==> config.mk <==
export PLATFORM = sky130hd
export DESIGN_NAME = com_core
export DESIGN_NICKNAME = d
export VERILOG_FILES = /design/src/com_core.v
export VERILOG_INCLUDE_DIRS = /design/src /design/src/shared
export SDC_FILE = /design/constraint.sdc
export NUM_CORES = 1
export LEC_CHECK = 0
export BUFFER_PORTS_ARGS = -buffer_cell sky130_fd_sc_hd__buf_4
export CAP_MARGIN = 5
export CORE_MARGIN = 3
export CORE_UTILIZATION = 59
export DETAILED_ROUTE_END_ITERATION = 6
export GPL_ROUTABILITY_DRIVEN = 0
export PLACE_DENSITY = 0.81
export REMOVE_ABC_BUFFERS = 1
export SKIP_CTS_REPAIR_TIMING = 1
export SLEW_MARGIN = 20
export SYNTH_ARGS = -nofsm -noshare
export SYNTH_HDL_FRONTEND = slang
export SYNTH_SLANG_ARGS = --single-unit
export TNS_END_PERCENT = 20
==> constraint.sdc <==
create_clock -name mclk -period 6.3 [get_ports mclk]
set_input_delay 1.575 -clock mclk [delete_from_list [all_inputs] [get_ports mclk]]
set_output_delay 1.575 -clock mclk [all_outputs]
set_load 0.01 [all_outputs]
==> src/shared/com_consts.vh <==
/*
 * Constants of the OR / move / multiply execution core: opcode patterns,
 * address map constants, phase codes and the APB register map.
 * Assumes inclusion by bare name from design files only.
 */
`ifndef COM_CONSTS_VH
`define COM_CONSTS_VH

// ==========================================================
// Instruction phases within one instruction cycle
`define COM_Q1 2'h0
`define COM_Q2 2'h1
`define COM_Q3 2'h2
`define COM_Q4 2'h3

// ==========================================================
// Opcode patterns
`define COM_OP_ORLIT 8'h09
`define COM_OP_LOAD_WORKING_LITERAL_OP 8'h0E
`define COM_OP_MULLIT 8'h0D
`define COM_OP_LDBANK 8'h01
`define COM_OP_ORFILE 6'h04
`define COM_OP_MOVFILE 6'h14
`define COM_OP_STOREW 7'h37
`define COM_OP_LDPTR 10'h3B8
`define COM_OP_FF_SRC 4'hC
`define COM_OP_FF_DST 4'hF
`define COM_PTR_COUNT 2'h3

// ==========================================================
// Data space
`define COM_ACC_LIMIT 8'h5F
`define COM_ACC_HIGH_BANK 4'hF
`define COM_WREG_ADDR 12'hFFF

// ==========================================================
// APB register byte offsets
`define COM_REG_CTRL 8'h00
`define COM_REG_WORK 8'h04
`define COM_REG_FLAGS 8'h08
`define COM_REG_BANK 8'h0C
`define COM_REG_PROD 8'h10
`define COM_REG_PTR0 8'h14
`define COM_REG_PTR1 8'h18
`define COM_REG_PTR2 8'h1C
`define COM_REG_PC 8'h20
`define COM_REG_CORE 8'h24

// ==========================================================
// Field positions
`define COM_CTRL_RUN 0
`define COM_CTRL_EXT 1
`define COM_FLAG_N 4
`define COM_FLAG_Z 2
`define COM_CORE_BADOP 0

`endif

==> src/com_core.v <==
/*
 * Execution core for the OR, move, pointer/bank load and literal multiply
 * instructions, with an APB slave for control and observation.
 * Assumes program and data memories on mclk that answer combinationally
 * to the address outputs; W is mapped into data space at one address.
 */
// Operation
// - OR literal into W, update N and Z
// - OR file with W, update only N, Z
// - Direction 0 to W, 1 to file
// - Bank bit 0 access bank, 1 uses bank
// - Extended set, f<=95: indexed pointer-2 offset
// - Pointer load: two words, high then low
// - Move file to destination, update N, Z
// - Full bank reach; store W keeps flags
// - Two-word file-to-file move, 12-bit addresses
// - Bank load clears upper four bits
// - Load literal into W, flags kept
// - Unsigned 8x8 product into product pair
// - Multiply never touches any flag
`default_nettype none
`include "com_consts.vh"

module com_core #(
    parameter PC_W = 16
) (
    // Clock and reset
    input wire mclk,
    input wire nrst,
    // APB slave
    input wire psel,
    input wire penable,
    input wire pwrite,
    input wire [7:0] paddr,
    input wire [31:0] pwdata,
    output reg [31:0] prdata,
    output reg pready,
    output reg pslverr,
    // Program memory
    output reg [PC_W-1:0] progAddr,
    input wire [15:0] progData,
    // Data memory
    output reg [11:0] dmAddr,
    output reg dmRd,
    output reg dmWe,
    output reg [7:0] dmWrData,
    input wire [7:0] dmRdData,
    input wire dmWait
);

    // ==========================================================
    // Sequencer states
    localparam [1:0] ST_FIRST = 2'h0;
    localparam [1:0] ST_PTR2 = 2'h1;
    localparam [1:0] ST_FF2 = 2'h2;
    localparam [1:0] ST_STALL = 2'h3;

    reg [1:0] qPhase_q;
    reg [1:0] state_q;
    reg [15:0] ir_q;
    reg [7:0] opnd_q;
    reg [7:0] work_q;
    reg [4:0] flags_q;
    reg [3:0] bank_q;
    reg [15:0] prod_q;
    reg run_q;
    reg ext_q;
    reg badOp_q;
    reg [1:0] ptrSel_q;
    wire [11:0] ptr0;
    wire [11:0] ptr1;
    wire [11:0] ptr2;

    // ==========================================================
    // Control and APB strobes
    wire running = run_q | (qPhase_q != `COM_Q1) | (state_q != ST_FIRST);
    wire commit = running & (qPhase_q == `COM_Q4);
    wire apbWr = psel & penable & pready & pwrite;
    wire apbIdle = apbWr & ~running;

    // ==========================================================
    // Class decode of the latched instruction word
    wire first = (state_q == ST_FIRST);
    wire isOrL = first & (ir_q[15:8] == `COM_OP_ORLIT);
    wire isMovLw = first & (ir_q[15:8] == `COM_OP_LOAD_WORKING_LITERAL_OP);
    wire isMul = first & (ir_q[15:8] == `COM_OP_MULLIT);
    wire isLdBank = first & (ir_q[15:8] == `COM_OP_LDBANK);
    wire isOrF = first & (ir_q[15:10] == `COM_OP_ORFILE);
    wire isMovF = first & (ir_q[15:10] == `COM_OP_MOVFILE);
    wire isStoreW = first & (ir_q[15:9] == `COM_OP_STOREW);
    wire isLdPtr = first & (ir_q[15:6] == `COM_OP_LDPTR) & (ir_q[5:4] < `COM_PTR_COUNT);
    wire isFf = first & (ir_q[15:12] == `COM_OP_FF_SRC);
    wire known = isOrL | isMovLw | isMul | isLdBank | isOrF | isMovF | isStoreW
        | isLdPtr | isFf;
    wire dirBit = ir_q[9];

    // Destination selection
    wire wrFile = ((isOrF | isMovF) & dirBit) | isStoreW | (state_q == ST_FF2);
    wire wrWork = isOrL | isMovLw | ((isOrF | isMovF) & ~dirBit);
    wire fileIsW = (dmAddr == `COM_WREG_ADDR);
    wire setNZ = isOrL | isOrF | isMovF;

    // ==========================================================
    // Q1 decode of the fetched word for the operand address
    wire pdFf = (state_q == ST_FIRST) & (progData[15:12] == `COM_OP_FF_SRC);
    wire pdFile = (state_q == ST_FIRST) & ((progData[15:10] == `COM_OP_ORFILE)
        | (progData[15:10] == `COM_OP_MOVFILE) | (progData[15:9] == `COM_OP_STOREW));
    wire [7:0] pdF = progData[7:0];
    wire pdIdx = ~progData[8] & ext_q & (pdF <= `COM_ACC_LIMIT);
    reg [11:0] pdAddr;

    // Data address formation for byte operations
    always @* begin
        if (pdFf) begin
            pdAddr = progData[11:0];
        end else if (progData[8]) begin
            pdAddr = {bank_q, pdF};
        end else if (pdIdx) begin
            pdAddr = ptr2 + {4'h0, pdF};
        end else if (pdF <= `COM_ACC_LIMIT) begin
            pdAddr = {4'h0, pdF};
        end else begin
            pdAddr = {`COM_ACC_HIGH_BANK, pdF};
        end
    end

    // ==========================================================
    // Q3 result computation
    reg [7:0] result;
    always @* begin
        if (isOrL) begin
            result = work_q | opnd_q;
        end else if (isOrF) begin
            result = work_q | opnd_q;
        end else if (isStoreW) begin
            result = work_q;
        end else begin
            result = opnd_q;
        end
    end
    wire [15:0] product = {8'h00, work_q} * {8'h00, opnd_q};

    // ==========================================================
    // Sequencer, architectural registers and memory strobes
    always @(posedge mclk or negedge nrst) begin
        if (!nrst) begin
            qPhase_q <= `COM_Q1;
            state_q <= ST_FIRST;
            ir_q <= 16'h0000;
            opnd_q <= 8'h00;
            work_q <= 8'h00;
            flags_q <= 5'h00;
            bank_q <= 4'h0;
            prod_q <= 16'h0000;
            run_q <= 1'b0;
            ext_q <= 1'b0;
            badOp_q <= 1'b0;
            ptrSel_q <= 2'h0;
            progAddr <= {PC_W{1'b0}};
            dmAddr <= 12'h000;
            dmRd <= 1'b0;
            dmWe <= 1'b0;
            dmWrData <= 8'h00;
        end else begin
            // Control register writes at any time
            if (apbWr && paddr == `COM_REG_CTRL) begin
                run_q <= pwdata[`COM_CTRL_RUN];
                ext_q <= pwdata[`COM_CTRL_EXT];
            end
            // Architectural writes from APB only while stopped
            if (apbIdle && paddr == `COM_REG_WORK) begin
                work_q <= pwdata[7:0];
            end
            if (apbIdle && paddr == `COM_REG_FLAGS) begin
                flags_q <= pwdata[4:0];
            end
            if (apbIdle && paddr == `COM_REG_BANK) begin
                bank_q <= pwdata[3:0];
            end
            if (apbIdle && paddr == `COM_REG_PC) begin
                progAddr <= pwdata[PC_W-1:0];
            end
            // Unknown opcode flag, set wins over clear
            if (commit && first && !known) begin
                badOp_q <= 1'b1;
            end else if (apbWr && paddr == `COM_REG_CORE && pwdata[`COM_CORE_BADOP]) begin
                badOp_q <= 1'b0;
            end
            if (running) begin
                qPhase_q <= qPhase_q + 2'h1;
                case (qPhase_q)
                    `COM_Q1: begin
                        // Decode: latch word, present operand address
                        if (state_q != ST_STALL) begin
                            ir_q <= progData;
                        end
                        if (state_q == ST_FF2) begin
                            dmAddr <= progData[11:0];
                        end else if (state_q == ST_FIRST) begin
                            dmAddr <= pdAddr;
                            dmRd <= pdFile | pdFf;
                        end
                    end
                    `COM_Q2: begin
                        // Read operand or literal
                        dmRd <= 1'b0;
                        if (isFf || (first && (isOrF || isMovF || isStoreW))) begin
                            opnd_q <= fileIsW ? work_q : dmRdData;
                        end else if (first) begin
                            opnd_q <= ir_q[7:0];
                        end
                    end
                    `COM_Q3: begin
                        // Process and raise the data write
                        dmWrData <= result;
                        if (state_q != ST_STALL) begin
                            dmWe <= wrFile & ~fileIsW;
                        end
                    end
                    default: begin
                        // Write destination and advance
                        if ((wrWork || (wrFile && fileIsW)) && state_q != ST_STALL) begin
                            work_q <= result;
                        end
                        if (setNZ) begin
                            flags_q[`COM_FLAG_N] <= result[7];
                            flags_q[`COM_FLAG_Z] <= (result == 8'h00);
                        end
                        if (isMul) begin
                            prod_q <= product;
                        end
                        if (isLdBank) begin
                            bank_q <= ir_q[3:0];
                        end
                        if (isLdPtr) begin
                            ptrSel_q <= ir_q[5:4];
                        end
                        if (state_q == ST_FF2 && dmWe && dmWait) begin
                            state_q <= ST_STALL;
                        end else begin
                            dmWe <= 1'b0;
                            progAddr <= progAddr + {{(PC_W-1){1'b0}}, 1'b1};
                            if (isLdPtr) begin
                                state_q <= ST_PTR2;
                            end else if (isFf) begin
                                state_q <= ST_FF2;
                            end else begin
                                state_q <= ST_FIRST;
                            end
                        end
                    end
                endcase
            end
        end
    end

    // ==========================================================
    // Pointer registers, one per entry
    genvar gi;
    generate
        for (gi = 0; gi < 3; gi = gi + 1) begin : gPtr
            localparam integer IDX = gi;
            reg [11:0] val_q;
            always @(posedge mclk or negedge nrst) begin
                if (!nrst) begin
                    val_q <= 12'h000;
                end else if (commit && isLdPtr && ir_q[5:4] == IDX[1:0]) begin
                    val_q[11:8] <= ir_q[3:0];
                end else if (commit && state_q == ST_PTR2 && ptrSel_q == IDX[1:0]) begin
                    val_q[7:0] <= ir_q[7:0];
                end
            end
        end
    endgenerate
    assign ptr0 = gPtr[0].val_q;
    assign ptr1 = gPtr[1].val_q;
    assign ptr2 = gPtr[2].val_q;

    // ==========================================================
    // APB read mux
    reg [31:0] rdMux;
    reg rdHit;
    always @* begin
        rdHit = 1'b1;
        case (paddr)
            `COM_REG_CTRL: rdMux = {30'h0, ext_q, run_q};
            `COM_REG_WORK: rdMux = {24'h0, work_q};
            `COM_REG_FLAGS: rdMux = {27'h0, flags_q};
            `COM_REG_BANK: rdMux = {28'h0, bank_q};
            `COM_REG_PROD: rdMux = {16'h0, prod_q};
            `COM_REG_PTR0: rdMux = {20'h0, ptr0};
            `COM_REG_PTR1: rdMux = {20'h0, ptr1};
            `COM_REG_PTR2: rdMux = {20'h0, ptr2};
            `COM_REG_PC: rdMux = {{(32-PC_W){1'b0}}, progAddr};
            `COM_REG_CORE: rdMux = {26'h0, qPhase_q, state_q, running, badOp_q};
            default: begin
                rdMux = 32'h0000_0000;
                rdHit = 1'b0;
            end
        endcase
    end

    // APB answer: ready one cycle after setup, data latched at setup
    always @(posedge mclk or negedge nrst) begin
        if (!nrst) begin
            pready <= 1'b0;
            pslverr <= 1'b0;
            prdata <= 32'h0000_0000;
        end else begin
            pready <= psel & ~penable & ~pready;
            pslverr <= psel & ~penable & ~pready & ~rdHit;
            if (psel && !penable) begin
                prdata <= pwrite ? 32'h0000_0000 : rdMux;
            end
        end
    end

endmodule // com_core
`default_nettype wire

==> impl_metrics.xml <==
<?xml version="1.0" encoding="UTF-8"?>
<metrics>
  <group name="placement">
    <metric name="port-buffer-count" unit="">109</metric>
    <metric name="place_area" unit="mm2">0.0115</metric>
    <metric name="dp.final_hpwl" unit="mm">21.0</metric>
    <metric name="dp_slack" unit="ps">1580</metric>
  </group>
  <group name="setup_path">
    <metric name="critPathKind" unit="">reg -&gt; reg</metric>
    <metric name="cp-startpoint" unit="">work_q[5]</metric>
    <metric name="critical-path-top-delay-family" unit="">adder cells</metric>
    <metric name="setup.worst_path.end_class" unit="">flip-flop</metric>
    <metric name="critical_path.n_buffers_inverters" unit="">3</metric>
    <metric name="master_of_the_slowest_instance_on_the_critical_path" unit="">dfrtp_1</metric>
    <metric name="crit_chain" unit="">nand2_1, fa_1, fa_1, inv_1, fa_1, inv_1, fa_1, inv_1, ha_1, or3_1, o221a_2, o31a_1, a311oi_1, xor2_1, o21ai_0</metric>
    <metric name="worstPathMaxFanout" unit="">13</metric>
    <metric name="startpoint_type" unit="">flip-flop</metric>
    <metric name="worst-endpoint-arrival" unit="ps">5030</metric>
    <metric name="critical_path.most_common_cell" unit="">fa_1</metric>
    <metric name="worstRegToRegCells" unit="">15</metric>
    <metric name="worst_r2r_startpoint" unit="">work_q[5]</metric>
    <metric name="reg2reg_slack" unit="ps">1540</metric>
    <metric name="slowest_delay" unit="ps">670</metric>
    <metric name="crit_cells" unit="">15</metric>
    <metric name="worst-endpoint-required" unit="ps">6570</metric>
  </group>
  <group name="die">
    <metric name="fp.dieArea" unit="mm2">0.0197</metric>
    <metric name="pin_count" unit="">142</metric>
    <metric name="placementRows" unit="">48</metric>
    <metric name="floorplan.die.width" unit="um">140</metric>
    <metric name="die_height" unit="um">140</metric>
    <metric name="initial_core_util" unit="">0.608</metric>
    <metric name="coreArea" unit="mm2">0.0175</metric>
  </group>
  <group name="routing">
    <metric name="dr_total_vias" unit="">8941</metric>
    <metric name="drc_viols" unit="">0</metric>
    <metric name="avgViaCountPerCell" unit="">6.27</metric>
    <metric name="route.antenna.remaining_nets" unit="">0</metric>
    <metric name="routedWlPerCell" unit="um">20.0</metric>
    <metric name="postRouteWirelength" unit="mm">28.5</metric>
    <metric name="drt_first_pass_iters" unit="">6</metric>
    <metric name="drtIter0Drc" unit="">831</metric>
  </group>
  <group name="sta">
    <metric name="setup_ws" unit="ps">1540</metric>
    <metric name="period_share" unit="">0.755</metric>
    <metric name="period_minus_slack" unit="ps">4760</metric>
    <metric name="timing.final.max_slew_violations" unit="">0</metric>
    <metric name="maxSlewHeadroom" unit="">0.331</metric>
    <metric name="tightestPinTransition" unit="ps">1000</metric>
    <metric name="skew" unit="ps">11.2</metric>
    <metric name="setup_violations" unit="">0</metric>
    <metric name="finalHoldViolCount" unit="">0</metric>
    <metric name="setup_repair_after_global_routing_missed_its_margin" unit="">no</metric>
    <metric name="setup_total_negative_slack" unit="ps">0</metric>
    <metric name="max_freq" unit="MHz">210</metric>
  </group>
  <group name="pwr">
    <metric name="switching_share" unit="">0.421</metric>
    <metric name="p_seq_frac" unit="">0.412</metric>
    <metric name="share_clk_of_total_power" unit="">0.225</metric>
    <metric name="switchingPower" unit="uW">1820</metric>
    <metric name="worst_ir_drop_vdd" unit="mV">0.275</metric>
    <metric name="power_per_cell_area" unit="mW/mm2">359</metric>
    <metric name="p_comb_frac" unit="">0.363</metric>
    <metric name="cellInternalPower" unit="uW">2500</metric>
    <metric name="power.leakage" unit="uW">0.00564</metric>
  </group>
  <group name="global_route">
    <metric name="first_global_vias" unit="">8356</metric>
    <metric name="globalRouteTotalUtil" unit="">0.290</metric>
    <metric name="first_pass_grt_wire_length" unit="mm">45.5</metric>
    <metric name="grt.overflow.total" unit="">0</metric>
    <metric name="initial_antenna_violation_count" unit="">0</metric>
    <metric name="globalRouteMet2Util" unit="">0.430</metric>
    <metric name="gr-usage-met3" unit="">0.0710</metric>
    <metric name="grt_use_met1" unit="">0.429</metric>
    <metric name="global_route.peak_usage_layer" unit="">met2</metric>
    <metric name="grt_max_degree" unit="">112</metric>
  </group>
  <group name="outcome">
    <metric name="outcome" unit="">completed</metric>
  </group>
  <group name="clocking">
    <metric name="cts_buf_count" unit="">17</metric>
    <metric name="clk-insertion-delay-late" unit="ps">440</metric>
    <metric name="max-clock-path-buffers" unit="">2</metric>
    <metric name="clockRootBuffer" unit="">clkbuf_16</metric>
    <metric name="clk_pin_slew_worst_paths" unit="ps">70</metric>
    <metric name="cts_tree" unit="">done</metric>
    <metric name="cts_max_level" unit="">4</metric>
    <metric name="clock_sink_count" unit="">158</metric>
  </group>
  <group name="cells_and_area">
    <metric name="fin_area" unit="mm2">0.0120</metric>
    <metric name="area.sequential" unit="mm2">0.00395</metric>
    <metric name="final_util" unit="">0.689</metric>
    <metric name="multi_input_gate_area_in_the_final_layout" unit="mm2">0.00618</metric>
    <metric name="mostFrequentLayoutCell" unit="">dfrtp_1</metric>
    <metric name="finalNetCount" unit="">1344</metric>
    <metric name="area.growth.synth_to_final" unit="%">13.3</metric>
    <metric name="final.fill_count" unit="">1355</metric>
    <metric name="antenna_cells_inserted" unit="">0</metric>
    <metric name="drive_gt1_frac" unit="">0.196</metric>
    <metric name="final_cell_mix" unit="">158 x dfrtp_1, 126 x nand2_1, 113 x buf_4</metric>
  </group>
  <group name="worst_hold_path">
    <metric name="hold_start" unit="">pready</metric>
    <metric name="timing.hold.worst.class" unit="">reg -&gt; reg</metric>
    <metric name="timing.hold.worst_path_depth" unit="">1</metric>
  </group>
  <group name="run">
    <metric name="timing.max_cap.violations" unit="">0</metric>
  </group>
  <group name="logic_synthesis">
    <metric name="synthCells" unit="">1110</metric>
    <metric name="syn_area_per_cell" unit="um2">9.58</metric>
    <metric name="synth_cell_type_count" unit="">69</metric>
    <metric name="synthArstFlopShare" unit="">1.00</metric>
    <metric name="synth_edf_count" unit="">0</metric>
    <metric name="ys_warn_count" unit="">0</metric>
    <metric name="synth_seq_cells" unit="">158</metric>
    <metric name="syn-cell-area" unit="mm2">0.0106</metric>
    <metric name="synth_sequential_area_ratio" unit="">0.372</metric>
    <metric name="synth-main-ff-cell" unit="">dfrtp_1</metric>
  </group>
</metrics>
metal layers:
metal,vias to the layer above,share of wire
li1,4085,-
met3,70,0.098
met4,0,0.024
met2,482,0.44
met1,4304,0.44
met5,-,0
through the flow:
step           instances  hold slack (ps)  power, uW
3_3_place_gp        1393              455       3250
3_5_place_dp        1393              476       3320
6_report            1425              478       4320
2_1_floorplan       1054              449       2650
5_1_grt             1425              510       4610
4_1_cts             1425              490       4300
state kept, by name, indices dropped and copies added (netlist names), 4 cells and up:
name,cells
gPtr.val_q,36
opnd_q,8
work_q,8
bank_q,4
flags_q,5
ir_q,16
progAddr,16
dmWrData,8
prod_q,16
prdata,16
dmAddr,12
synthesized netlist by cell type (5+ instances only):
cell	count	share of area
a21o_1	6	0.0042
dfrtp_1	158	0.37
nor2_1	64	0.023
ha_1	50	0.059
nor2b_1	9	0.0053
o2bb2ai_1	6	0.0049
o221a_2	5	0.0053
o22ai_1	6	0.0035
o21ai_0	91	0.043
nor4_1	7	0.0041
a22o_1	8	0.0066
xor2_1	12	0.0099
clkbuf_1	45	0.016
nand3_1	23	0.011
a31oi_1	8	0.0047
inv_1	58	0.020
mux2i_1	27	0.025
mux2_2	73	0.077
a211oi_1	8	0.0056
nor3b_1	5	0.0035
nand2_1	126	0.044
and2_1	62	0.036
buf_4	16	0.011
a221oi_1	6	0.0049
fa_1	37	0.070
a221o_1	8	0.0075
o31ai_1	6	0.0042
o21a_1	5	0.0035
nand4_1	10	0.0059
xnor2_1	6	0.0049
a22oi_1	25	0.018
a21oi_1	43	0.020
and3_1	8	0.0047
nor3_1	14	0.0066
path summary, 6_finish.rpt:
check                                  end
min in group asynchronous        dmAddr[3]
worst min-delay path                pready
worst min register to register      pready
worst max register to register  prod_q[14]
max in group asynchronous        work_q[2]
worst max-delay path            prod_q[14]
area by class of cell:
cell class	instances	area share
Tap cell	225	0.0234
Clock buffer	17	0.0353
Timing Repair Buffer	114	0.0714
Sequential cell	158	0.328
Inverter	58	0.0181
Clock inverter	15	0.0107
Multi-Input combinational cell	838	0.513
power by group through the flow:
stage / clock (uW) / sequential [uW] / combinational [uW]
finish: 973 / 1780 / 1570
CTS: 979 / 1750 / 1570
global placement: 0 / 1750 / 1500
global route: 1030 / 1810 / 1760
detailed placement: 0 / 1770 / 1550
floorplan: 0 / 1590 / 1050
cell families (layout without fill, tap and decap cells):
group | after synthesis | count (layout) | synth area share
other | 1 | 16 | 0.000353
flip-flops | 158 | 158 | 0.372
multiplexers | 100 | 100 | 0.103
buffers and inverters | 129 | 204 | 0.0531
XOR/XNOR | 18 | 18 | 0.0148
adder cells (fa/ha/maj) | 87 | 87 | 0.129
AND/OR/NAND/NOR | 358 | 358 | 0.169
AO/OA/AOI/OAI | 259 | 259 | 0.160
No activity file was read; power rests on OpenSTA's default activity.
